### config.mk
export PLATFORM = sky130hd
export DESIGN_NAME = pio_ports
export DESIGN_NICKNAME = d
export VERILOG_FILES = /design/src/pio_pkg.sv /design/src/pio_ports.sv
export SDC_FILE = /design/constraint.sdc
export NUM_CORES = 1
export LEC_CHECK = 0
export ABC_AREA = 1
export BUFFER_PORTS_ARGS = -buffer_cell sky130_fd_sc_hd__buf_4
export CAP_MARGIN = 30
export CORE_ASPECT_RATIO = 0.9
export CORE_MARGIN = 1.5
export CORE_UTILIZATION = 50
export DETAILED_ROUTE_END_ITERATION = 16
export GPL_TIMING_DRIVEN = 0
export PLACE_DENSITY = 0.85
export SLEW_MARGIN = 10
export SYNTH_ARGS = -nofsm -noshare
export SYNTH_HDL_FRONTEND = slang
export SYNTH_SLANG_ARGS = --single-unit
### constraint.sdc
create_clock -name pclk -period 1.9 [get_ports pclk]
set_input_delay 0.285 -clock pclk [delete_from_list [all_inputs] [get_ports pclk]]
set_output_delay 0.285 -clock pclk [all_outputs]
set_load 0.01 [all_outputs]
### src/pio_pkg.sv
package pio_pkg;

  // ****************************************************************
  // geometry
  // ****************************************************************
  localparam int NPORT = 11;
  localparam int NPIN  = 88;
  localparam int NGRP  = 22;
  // the one input-only pin: port eight, bit five
  localparam int IN_ONLY_PIN = 69;

  // ****************************************************************
  // register offsets (byte addresses)
  // ****************************************************************
  localparam logic [11:0] DIR_BASE  = 12'h000;
  localparam logic [11:0] DATA_BASE = 12'h040;
  localparam logic [11:0] PU0_OFF   = 12'h080;
  localparam logic [11:0] PU1_OFF   = 12'h084;
  localparam logic [11:0] PU2_OFF   = 12'h088;
  localparam logic [11:0] PCTL_OFF  = 12'h08C;
  localparam logic [11:0] STAT_OFF  = 12'h090;
  localparam logic [11:0] DATA1_OFF = 12'h044;

  // ****************************************************************
  // field positions and reset values
  // ****************************************************************
  localparam int          PCTL_P1_RD_BIT = 0;
  localparam int          STAT_BUS8_BIT  = 2;
  localparam int          STAT_MUX_BIT   = 3;
  localparam logic [87:0] DIR_RST        = 88'h0;
  localparam logic [87:0] LAT_RST        = 88'h0;
  localparam logic [21:0] PU_RST         = 22'h0;
  localparam logic        PCTL_RST       = 1'b0;

  // processor modes as seen on the mode pins
  localparam logic [1:0] MODE_SINGLE = 2'h0;

  // pins owned by the external bus in expansion and processor modes
  localparam logic [87:0] BUS_LOCK_MASK = 88'h0000_0000_FFFF_FFFF_FFFF;
  // pull-up groups forced off in expansion and processor modes
  localparam logic [21:0] PU_EXT_OFF_MASK = 22'h00_0DFF;

  // ****************************************************************
  // pad bundle
  // ****************************************************************
  typedef struct packed {
    logic [87:0] drv;
    logic [87:0] oen_n;
    logic [87:0] pu;
  } pio_pad_s;

endpackage : pio_pkg

### src/pio_ports.sv
// Added by the designer: the APB slave port and the placing of the registers.
`timescale 1ns/1ps
// Summary of operation
// [RQ1] 87 pins, each direction set independently
// [RQ2] one pull-up bit per four pins
// [RQ3] input-only pin: no pull-up, no direction
// [RQ4] peripheral output drives pin whatever direction
// [RQ5] software: peripheral inputs need input direction
// [RQ6] each direction bit maps to one pin
// [RQ7] bus pins' direction locked in external modes
// [RQ8] port bit: output latch plus pin readback
// [RQ9] bus pins' latch locked in external modes
// [RQ10] pull-up attaches only to input pins
// [RQ11] low ports' pull-ups inert in external modes
// [RQ12] port one read: pin if input, else latch
// [RQ13] read-select set: port one reads latch
// [RQ14] read-select works only for 8-bit bus
// [RQ15] direction resets to zero, meaning input
// [RQ16] other ports: pin if input, else latch
module pio_ports (
  // clock and reset
  input  wire logic            pclk,
  input  wire logic            presetn,
  input  wire logic            ce,
  // apb slave
  input  wire logic            psel,
  input  wire logic            penable,
  input  wire logic            pwrite,
  input  wire logic [11:0]     paddr,
  input  wire logic [31:0]     pwdata,
  output logic      [31:0]     prdata,
  output logic                 pready,
  output logic                 pslverr,
  // mode and bus straps from pins
  input  wire logic [1:0]      proc_mode,
  input  wire logic            bus_8bit,
  input  wire logic            p1_mux_all,
  // on-chip peripherals, same clock
  input  wire logic [87:0]     periph_oe,
  input  wire logic [87:0]     periph_out,
  // pads
  input  wire logic [87:0]     pin_in,
  output pio_pkg::pio_pad_s    pad
);

  // ****************************************************************
  // state
  // ****************************************************************
  logic [87:0]       dir_q,  dir_d;
  logic [87:0]       lat_q,  lat_d;
  logic [21:0]       pu_q,   pu_d;
  logic              pctl_q, pctl_d;
  logic              rdy_q,  rdy_d;
  logic              err_q,  err_d;
  logic [31:0]       rdat_q, rdat_d;
  pio_pkg::pio_pad_s pad_q,  pad_d;
  logic [87:0]       pin_s1_q, pin_s2_q;
  logic [1:0]        mode_s1_q, mode_s2_q;
  logic              b8_s1_q, b8_s2_q, mux_s1_q, mux_s2_q;

  logic              ext;
  logic              p1_sel;
  logic              acc;
  logic              wr_en;
  logic [3:0]        idx;
  logic              in_dir, in_dat;
  logic [87:0]       lock;

  assign prdata  = rdat_q;
  assign pready  = rdy_q;
  assign pslverr = err_q;
  assign pad     = pad_q;

  // ****************************************************************
  // synchronisers for pin-side inputs
  // ****************************************************************
  always_ff @(posedge pclk or negedge presetn) begin
    if (!presetn) begin
      pin_s1_q  <= 88'h0;
      pin_s2_q  <= 88'h0;
      mode_s1_q <= 2'h0;
      mode_s2_q <= 2'h0;
      b8_s1_q   <= 1'b0;
      b8_s2_q   <= 1'b0;
      mux_s1_q  <= 1'b0;
      mux_s2_q  <= 1'b0;
    end else if (ce) begin
      pin_s1_q  <= pin_in;
      pin_s2_q  <= pin_s1_q;
      mode_s1_q <= proc_mode;
      mode_s2_q <= mode_s1_q;
      b8_s1_q   <= bus_8bit;
      b8_s2_q   <= b8_s1_q;
      mux_s1_q  <= p1_mux_all;
      mux_s2_q  <= mux_s1_q;
    end
  end

  assign ext    = (mode_s2_q != pio_pkg::MODE_SINGLE);
  // read-select only counts on an 8-bit multiplexed external bus
  assign p1_sel = pctl_q && ext && b8_s2_q && mux_s2_q; // RQ14
  assign lock   = ext ? pio_pkg::BUS_LOCK_MASK : 88'h0;

  // ****************************************************************
  // address decode
  // ****************************************************************
  assign acc    = psel && penable;
  assign wr_en  = acc && rdy_q && pwrite;
  assign idx    = paddr[5:2];
  assign in_dir = (paddr[11:6] == pio_pkg::DIR_BASE[11:6]) && (idx < 4'hB);
  assign in_dat = (paddr[11:6] == pio_pkg::DATA_BASE[11:6]) && (idx < 4'hB);

  // read value of one port: pin level for inputs, latch for outputs and for port one under read-select
  function automatic logic [7:0] port_rd(input logic [3:0] n);
    logic [7:0] d;
    logic [7:0] l;
    logic [7:0] p;
    d = dir_q[{n, 3'b000} +: 8];
    l = lat_q[{n, 3'b000} +: 8];
    p = pin_s2_q[{n, 3'b000} +: 8];
    if (n == 4'h1 && p1_sel) begin
      port_rd = l; // RQ13
    end else begin
      port_rd = (d & l) | (~d & p); // RQ8 RQ12 RQ16
    end
  endfunction : port_rd

  // ****************************************************************
  // register file
  // ****************************************************************
  always_comb begin
    dir_d  = dir_q;
    lat_d  = lat_q;
    pu_d   = pu_q;
    pctl_d = pctl_q;
    if (wr_en) begin
      if (in_dir) begin
        for (int b = 0; b < 8; b++) begin
          // bus-owned pins keep their direction in external modes
          if (!lock[{idx, 3'b000} + 7'(b)]) begin // RQ7
            dir_d[{idx, 3'b000} + 7'(b)] = pwdata[b]; // RQ1 RQ6
          end
        end
      end
      if (in_dat) begin
        for (int b = 0; b < 8; b++) begin
          if (!lock[{idx, 3'b000} + 7'(b)]) begin // RQ9
            lat_d[{idx, 3'b000} + 7'(b)] = pwdata[b]; // RQ8
          end
        end
      end
      unique case (paddr)
        pio_pkg::PU0_OFF:  pu_d[7:0]   = pwdata[7:0]; // RQ2
        pio_pkg::PU1_OFF:  pu_d[15:8]  = pwdata[7:0]; // RQ2
        pio_pkg::PU2_OFF:  pu_d[21:16] = pwdata[5:0]; // RQ2
        pio_pkg::PCTL_OFF: pctl_d      = pwdata[pio_pkg::PCTL_P1_RD_BIT];
        default: ;
      endcase
    end
    // no direction storage behind the input-only pin; its latch bit still takes writes
    dir_d[pio_pkg::IN_ONLY_PIN] = 1'b0; // RQ3
  end

  // ****************************************************************
  // apb answer: one wait state, data and error from flops
  // ****************************************************************
  always_comb begin
    rdy_d  = acc && !rdy_q;
    err_d  = 1'b0;
    rdat_d = rdat_q;
    if (acc && !rdy_q) begin
      rdat_d = 32'h0;
      if (in_dir) begin
        rdat_d[7:0] = dir_q[{idx, 3'b000} +: 8];
      end else if (in_dat) begin
        rdat_d[7:0] = port_rd(idx);
      end else begin
        unique case (paddr)
          pio_pkg::PU0_OFF:  rdat_d[7:0] = pu_q[7:0];
          pio_pkg::PU1_OFF:  rdat_d[7:0] = pu_q[15:8];
          pio_pkg::PU2_OFF:  rdat_d[5:0] = pu_q[21:16];
          pio_pkg::PCTL_OFF: rdat_d[pio_pkg::PCTL_P1_RD_BIT] = pctl_q;
          pio_pkg::STAT_OFF: begin
            rdat_d[1:0]                    = mode_s2_q;
            rdat_d[pio_pkg::STAT_BUS8_BIT] = b8_s2_q;
            rdat_d[pio_pkg::STAT_MUX_BIT]  = mux_s2_q;
          end
          default: err_d = 1'b1;
        endcase
      end
    end
  end

  // ****************************************************************
  // pad drive: registered so the pads never see decode glitches
  // ****************************************************************
  always_comb begin
    for (int i = 0; i < pio_pkg::NPIN; i++) begin
      // non-converter peripherals override the direction bit
      pad_d.drv[i]   = periph_oe[i] ? periph_out[i] : lat_q[i]; // RQ4
      pad_d.oen_n[i] = !(periph_oe[i] || dir_q[i]); // RQ4 RQ15
      pad_d.pu[i]    = pu_q[i / 4] && !dir_q[i] // RQ2 RQ10
                       && !(ext && pio_pkg::PU_EXT_OFF_MASK[i / 4]); // RQ11
    end
    pad_d.drv[pio_pkg::IN_ONLY_PIN]   = 1'b0;
    pad_d.oen_n[pio_pkg::IN_ONLY_PIN] = 1'b1; // RQ3
    pad_d.pu[pio_pkg::IN_ONLY_PIN]    = 1'b0; // RQ3
  end

  always_ff @(posedge pclk or negedge presetn) begin
    if (!presetn) begin
      dir_q       <= pio_pkg::DIR_RST; // RQ15
      lat_q       <= pio_pkg::LAT_RST;
      pu_q        <= pio_pkg::PU_RST;
      pctl_q      <= pio_pkg::PCTL_RST;
      rdy_q       <= 1'b0;
      err_q       <= 1'b0;
      rdat_q      <= 32'h0;
      pad_q.drv   <= 88'h0;
      pad_q.oen_n <= {88{1'b1}};
      pad_q.pu    <= 88'h0;
    end else if (ce) begin
      dir_q  <= dir_d;
      lat_q  <= lat_d;
      pu_q   <= pu_d;
      pctl_q <= pctl_d;
      rdy_q  <= rdy_d;
      err_q  <= err_d;
      rdat_q <= rdat_d;
      pad_q  <= pad_d;
    end
  end
endmodule : pio_ports

== Yosys cells after proc, flatten, opt, wreduce, memory -nomap -nowiden ==
Index checks and enable logic that the tools add are counted.
Cells by class
  bitwise logic cells: 4
  equal/unequal tests: 7
  order comparisons: 17
  reductions and logical operators: 422
  $add $sub $neg: 7
  shift-type cells: 3
  muxes and demuxes: 191
Operators with widths (count)
  $mux 88: 44
  $bwmux 88: 16
  $shiftx 88x8->8: 3
  $logic_not 1->1: 176
  $logic_and 1x1->1: 149
  $mux 1: 107
  $logic_or 1x1->1: 87
  $lt 7x8->1 const B: 8
  $eq 12x8->1 const B: 5
  $ge 7x1->1 const B: 8
  $bmux 1 s7: 7
  $demux 1 s7: 7
  $mux 48: 1
  $add 7x3->7 const B: 4
  $mux 8: 3
  $reduce_and 3->1: 6
  $and 8x8->8: 2
  $add 7x2->7 const B: 2
  $pmux 3 s4: 1
  $not 8->8: 1
  $or 8x8->8: 1
  $add 7x1->7 const B: 1
  $eq 6x1->1 const B: 1
  $logic_not 6->1: 1
  10 further kinds: 10
Storage, ports and cells
  logic and storage cells: 671
  register bits: 653
  input port bits: 318
  output and inout bits: 298

== Logic depth before layout (Yosys ltp) ==
  depth after elaboration: 34
  gate-level depth with buffers: 16
  mapped depth without buffers: 14

== Worst setup path after synthesis ==
Ideal clock, no wire load.
  path type: input to register
  start: input paddr[2]
  end: register lat_q[63]
  stages: 12
  path buffers: 2
  slack: 0.035 ns
  required time: 1.770 ns
  arrival time: 1.735 ns
  cell sequence: buf_6 nand2_8 inv_4 o21ai_4 nand2_2 nor3_4 nand2_4 nor2_8 nand2_4 buf_6 nand2_1 o21ai_2
On the way
  cells in the longest elaborated chain, start to end: 31
RTL lines
  start, declared: line pio_ports.sv:29  | input wire logic [11:0] paddr,
  $add 7x1->7 / $bmux 1 s4 (equally long branches): line pio_ports.sv:147, pio_ports.sv:148
  $lt 7x8->1 (implied by the code), or another cell as far along: line pio_ports.sv:148  | lat_d[{idx, 3'b000} + 7'(b)] = pwdata[b];
  $logic_and 1x1->1 (implied by the code) / $mux 88 (equally long branches): line pio_ports.sv:148, pio_ports.sv:147
  $mux 1 (implied by the code) / $mux 88 (equally long branches): line pio_ports.sv:148, pio_ports.sv:145
  $demux 1 s7 / $mux 88 (equally long branches): line pio_ports.sv:148, pio_ports.sv:136
  $bwmux 88: line pio_ports.sv:148
  $mux 88: line pio_ports.sv:147  | if (!lock[{idx, 3'b000} + 7'(b)]) begin
  $mux 88: line pio_ports.sv:145  | if (in_dat) begin
  (+15 left out)
  $mux 88: line pio_ports.sv:145
  $mux 88: line pio_ports.sv:136  | if (wr_en) begin
  $bwmux 88: line pio_ports.sv:148
  $mux 88: line pio_ports.sv:147
  $mux 88: line pio_ports.sv:145
  $mux 88: line pio_ports.sv:136
  $bwmux 88: line pio_ports.sv:148
  $mux 88: line pio_ports.sv:147
  end signal, assigned: line pio_ports.sv:213  | lat_q <= pio_pkg::LAT_RST;
  end signal, assigned: line pio_ports.sv:224  | lat_q <= lat_d;
  end, declared: line pio_ports.sv:50  | logic [87:0] lat_q, lat_d;
Several ways; a longest one is shown, not always the timed one. The select of a mux whose other input is x is not followed.
A chain may end at the register's enable or synchronous reset.

== Worst setup path in the final report ==
  start: input ce
  end: register pad_q (netlist bit pad[235])
RTL lines
  start, declared: line pio_ports.sv:24  | input wire logic ce,
  end signal, assigned: line pio_ports.sv:230  | pad_q <= pad_d;
  end, declared: line pio_ports.sv:56  | pio_pkg::pio_pad_s pad_q, pad_d;
No word-level cell between the ends.

==> flow_summary_export.csv <==
group,metric,value,unit
outcome,status,"finished, violations left",
outcome,violations,"negative hold slack, negative setup slack",
power_and_ir_drop,p_leak,19.5,nW
floorplanning,dieArea,57900,sq um
route,finalWirelength,125,mm
timing,timing.fmax,507,MHz
flow_run,maxCapViolCount,0,
placement,dpl-instance-area,33700,sq um
worst_setup_path,critPathArrivalTime,2.44,ns
timing,skew,0.0340,ns
yosys,yosysSeqAreaShare,58.2,%
route,dr.max_layer_used,"met5",
route,routedWlPerCell,24.8,um
global_route,grt_pass1_vias,28967,
floorplanning,core_area,55700,sq um
layout,syn_to_final_growth,38.6,%
clock_tree,htree_levels,3,
clock_tree,clock-sinks,653,
hold_path,hold_path_class,"primary input to async pin",
clock_tree,clk_pin_slew,0.07,ns
route,drt_iter0_markers,3768,
layout,drive_above_1_share,23.2,%
power_and_ir_drop,comb_power_share,12.9,%
clock_tree,cts_buffer_depth,3,
floorplanning,die-height,228,um
floorplanning,start_util,50.7,%
global_route,grt.overflow.total,0,
power_and_ir_drop,p_int,24.5,mW
clock_tree,tritoncts,"done",
power_and_ir_drop,irDropWorstVdd,0.613,mV
power_and_ir_drop,p_seq_share,45.6,%
floorplanning,rows,82,
yosys,yosysWarnings,0,
yosys,syn_area_per_cell,8.61,sq um
power_and_ir_drop,p_sw_share,26.6,%
global_route,grt.total_usage,42.3,%
route,vias,29382,
power_and_ir_drop,p_switching,8.86,mW
route,ant_nets,0,
layout,nets,4532,
placement,place_congestion,1.06,
yosys,syn_inst,3281,
timing,tightest_slew,1.19,ns
clock_tree,numCtsBuffers,67,
clock_tree,clock_latency,0.64,ns
route,met2_length,56.2,mm
route,wl_met1,43.0,mm
layout,fill_cells,3989,
timing,period_minus_slack,1.97,ns
timing,setup_viol,15,
timing,finalWorstSetupSlack,-0.0711,ns
power_and_ir_drop,p_clk_share,41.5,%
timing,tns,-0.519,ns
worst_setup_path,critPathMaxFanout,10,
yosys,synth_seq_cells,653,
yosys,syn-cell-area,28200,sq um
worst_setup_path,critPathKind,"primary input to flip-flop",
layout,final_design_area_no_fill,39100,sq um
clock_tree,postCtsHoldBufs,249,
route,dr.pass1.iters,6,
power_and_ir_drop,powerDensity,852,nW/um^2
route,wl_met3,15.4,mm
layout,layout.cells.non_filler,5026,
global_route,grt_pass1_wl,180,mm
timing,hold_viol,87,
worst_setup_path,worst_setup_path_start_kind,"primary input",
route,drc,0,
timing,fin_crit_sh,104,%
placement,placedCellCount,4632,
placement,post-place-ws,-1.81,ns
worst_setup_path,rrSetupSlack,-0.06,ns
yosys,ys_types,36,
route,post_drt_via_cell_ratio,5.85,
floorplanning,ios,616,
placement,dp_hpwl,84.2,mm
clock_tree,cts_root_buf,"clkbuf_16",
global_route,grt_max_degree,114,
worst_setup_path,cp-end-kind,"flip-flop",
timing,relSlewSlack,20.9,%
global_route,antenna_found_initial,9,
worst_setup_path,worstPathRequired,2.36,ns
placement,numPortBuffers,559,
timing,whs,-0.400,ns
timing,slew_violations,0,
layout,fin_util,70.3,%
floorplanning,die_x,254,um
power_and_ir_drop,total_power,33.4,mW
synth_stat cells:
| master | count | share of area [%] |
|---|---|---|
| nand2_4 | 9 | 0.36 |
| nor3_1 | 4 | 0.071 |
| mux2i_1 | 69 | 2.4 |
| dfrtp_1 | 566 | 50 |
| o21ai_1 | 48 | 0.85 |
| nand4_1 | 13 | 0.29 |
| buf_4 | 27 | 0.72 |
| o21ai_2 | 18 | 0.56 |
| conb_1 | 2 | 0.027 |
| inv_4 | 1 | 0.022 |
| nand3_1 | 58 | 1.0 |
| nand2_2 | 1 | 0.022 |
| nor2_2 | 3 | 0.066 |
| o21ai_4 | 1 | 0.058 |
| nor2_8 | 1 | 0.071 |
| buf_6 | 10 | 0.40 |
| inv_2 | 2 | 0.027 |
| nor3_2 | 1 | 0.035 |
| clkbuf_1 | 138 | 1.8 |
| buf_1 | 9 | 0.12 |
| o211ai_1 | 7 | 0.19 |
| a22o_1 | 1 | 0.031 |
| nand2_1 | 1355 | 18 |
| dfstp_2 | 87 | 8.1 |
| buf_2 | 14 | 0.25 |
| clkinv_1 | 1 | 0.013 |
| or2_2 | 24 | 0.53 |
| inv_1 | 117 | 1.6 |
| o22ai_1 | 6 | 0.13 |
| o31ai_1 | 59 | 1.6 |
| o21ai_0 | 425 | 7.5 |
| nor2_1 | 169 | 2.2 |
| nor3_4 | 1 | 0.058 |
| a21oi_1 | 31 | 0.55 |
| a31oi_1 | 2 | 0.044 |
| nand2_8 | 1 | 0.071 |
timing repair:
| action | CTS | global route |
|---|---|---|
| hold endpoints to repair | 336 | 72 |
| gates resized for setup | 51 | 137 |
| cloned | 0 | 6 |
| setup buffers | 11 | 7 |
| pin swaps | 3 | 2 |
| setup endpoints to repair | 697 | 396 |
sequential cells by signal (all words and copies together) (netlist names), 8 cells and up:
register / count
pad: 261
lat_q: 88
pin_s1_q: 88
pin_s2_q: 88
dir_q: 87
pu_q: 22
prdata: 8
final cells by class:
class	instances	area [sq um]	area share, %
clock inverter	24	292	0.745
multi-input combinational	2334	10700	27.3
timing repair buffer	846	7300	18.6
buffer	191	1030	2.62
tap	756	946	2.42
clock buffer	97	1980	5.06
sequential	653	16500	42.0
antenna	4	10.0	0.0256
inverter	121	477	1.22
logic make-up (layout without fill, tap and decap cells):
kind of cell    after synthesis  after routing  synth area share, %
simple gates               1640           1640                 22.9
flops                       653            653                 58.2
compound gates              598            598                 11.5
buf+inv                     319           1279                 4.93
mux                          69             69                 2.45
other cells                   2             31               0.0266
cell usage in the layout, fill, tap and decap left out, types with 7 or more instances in the layout:
| cell type | synthesis | layout |
|---|---|---|
| nand2_1 | 1355 | 1337 |
| buf_4 | 27 | 597 |
| dfrtp_1 | 566 | 565 |
| o21ai_0 | 425 | 412 |
| dlygate4sd3_1 | 0 | 249 |
| nor2_1 | 169 | 161 |
| inv_1 | 117 | 108 |
| clkbuf_1 | 138 | 103 |
| dfstp_2 | 87 | 87 |
| clkbuf_16 | 0 | 74 |
| mux2i_1 | 69 | 69 |
| o31ai_1 | 59 | 59 |
| nand3_1 | 58 | 58 |
| o21ai_1 | 48 | 57 |
| clkbuf_2 | 0 | 33 |
| a21oi_1 | 31 | 31 |
| conb_1 | 2 | 27 |
| or2_2 | 24 | 24 |
| o21ai_2 | 18 | 22 |
| buf_6 | 10 | 20 |
| clkbuf_8 | 0 | 15 |
| buf_2 | 14 | 14 |
| nand2_2 | 1 | 13 |
| nand4_1 | 13 | 13 |
| nand2_4 | 9 | 11 |
| clkinv_2 | 0 | 10 |
| buf_8 | 0 | 8 |
| inv_2 | 2 | 7 |
| nor2_2 | 3 | 7 |
| o211ai_1 | 7 | 7 |
power by group through the flow:
| stage | Clock, mW | Combinational [mW] | Sequential [mW] |
|---|---|---|---|
| floorplan | 0 | 1.32 | 15.4 |
| global placement | 0 | 3.45 | 15.4 |
| detailed placement | 0 | 3.59 | 15.4 |
| CTS | 13.8 | 4.06 | 15.2 |
| global route | 14.4 | 4.58 | 15.3 |
| finish | 13.8 | 4.32 | 15.2 |
critical path, cell delays in order:
cell and delay [ns]:
clkbuf_2 0.24, clkinvlp_4 0.13, buf_4 0.17, clkbuf_2 0.36, clkbuf_2 0.46, clkbuf_2 0.51, o21ai_0 0.26
routing by layer:
layer / global-route usage, % / vias up
met1: 50.0 / 14059
met2: 66.1 / 2282
met3: 13.3 / 648
li1: - / 12385
met4: 28.3 / 8
met5: 0 / -
worst paths after layout:
path,cells after the start,endpoint,start
worst max register to register,8,dir_q[4],pready
worst max-delay path,7,pad[235],ce
worst min register to register,2,pin_s2_q[69],pin_s2_q[69]
max in group asynchronous,5,pad[174],presetn
min in group pclk,3,pad[208],periph_out[32]
worst min-delay path,1,pad[225],presetn
Note: power is estimated with default switching activity, not from simulation.
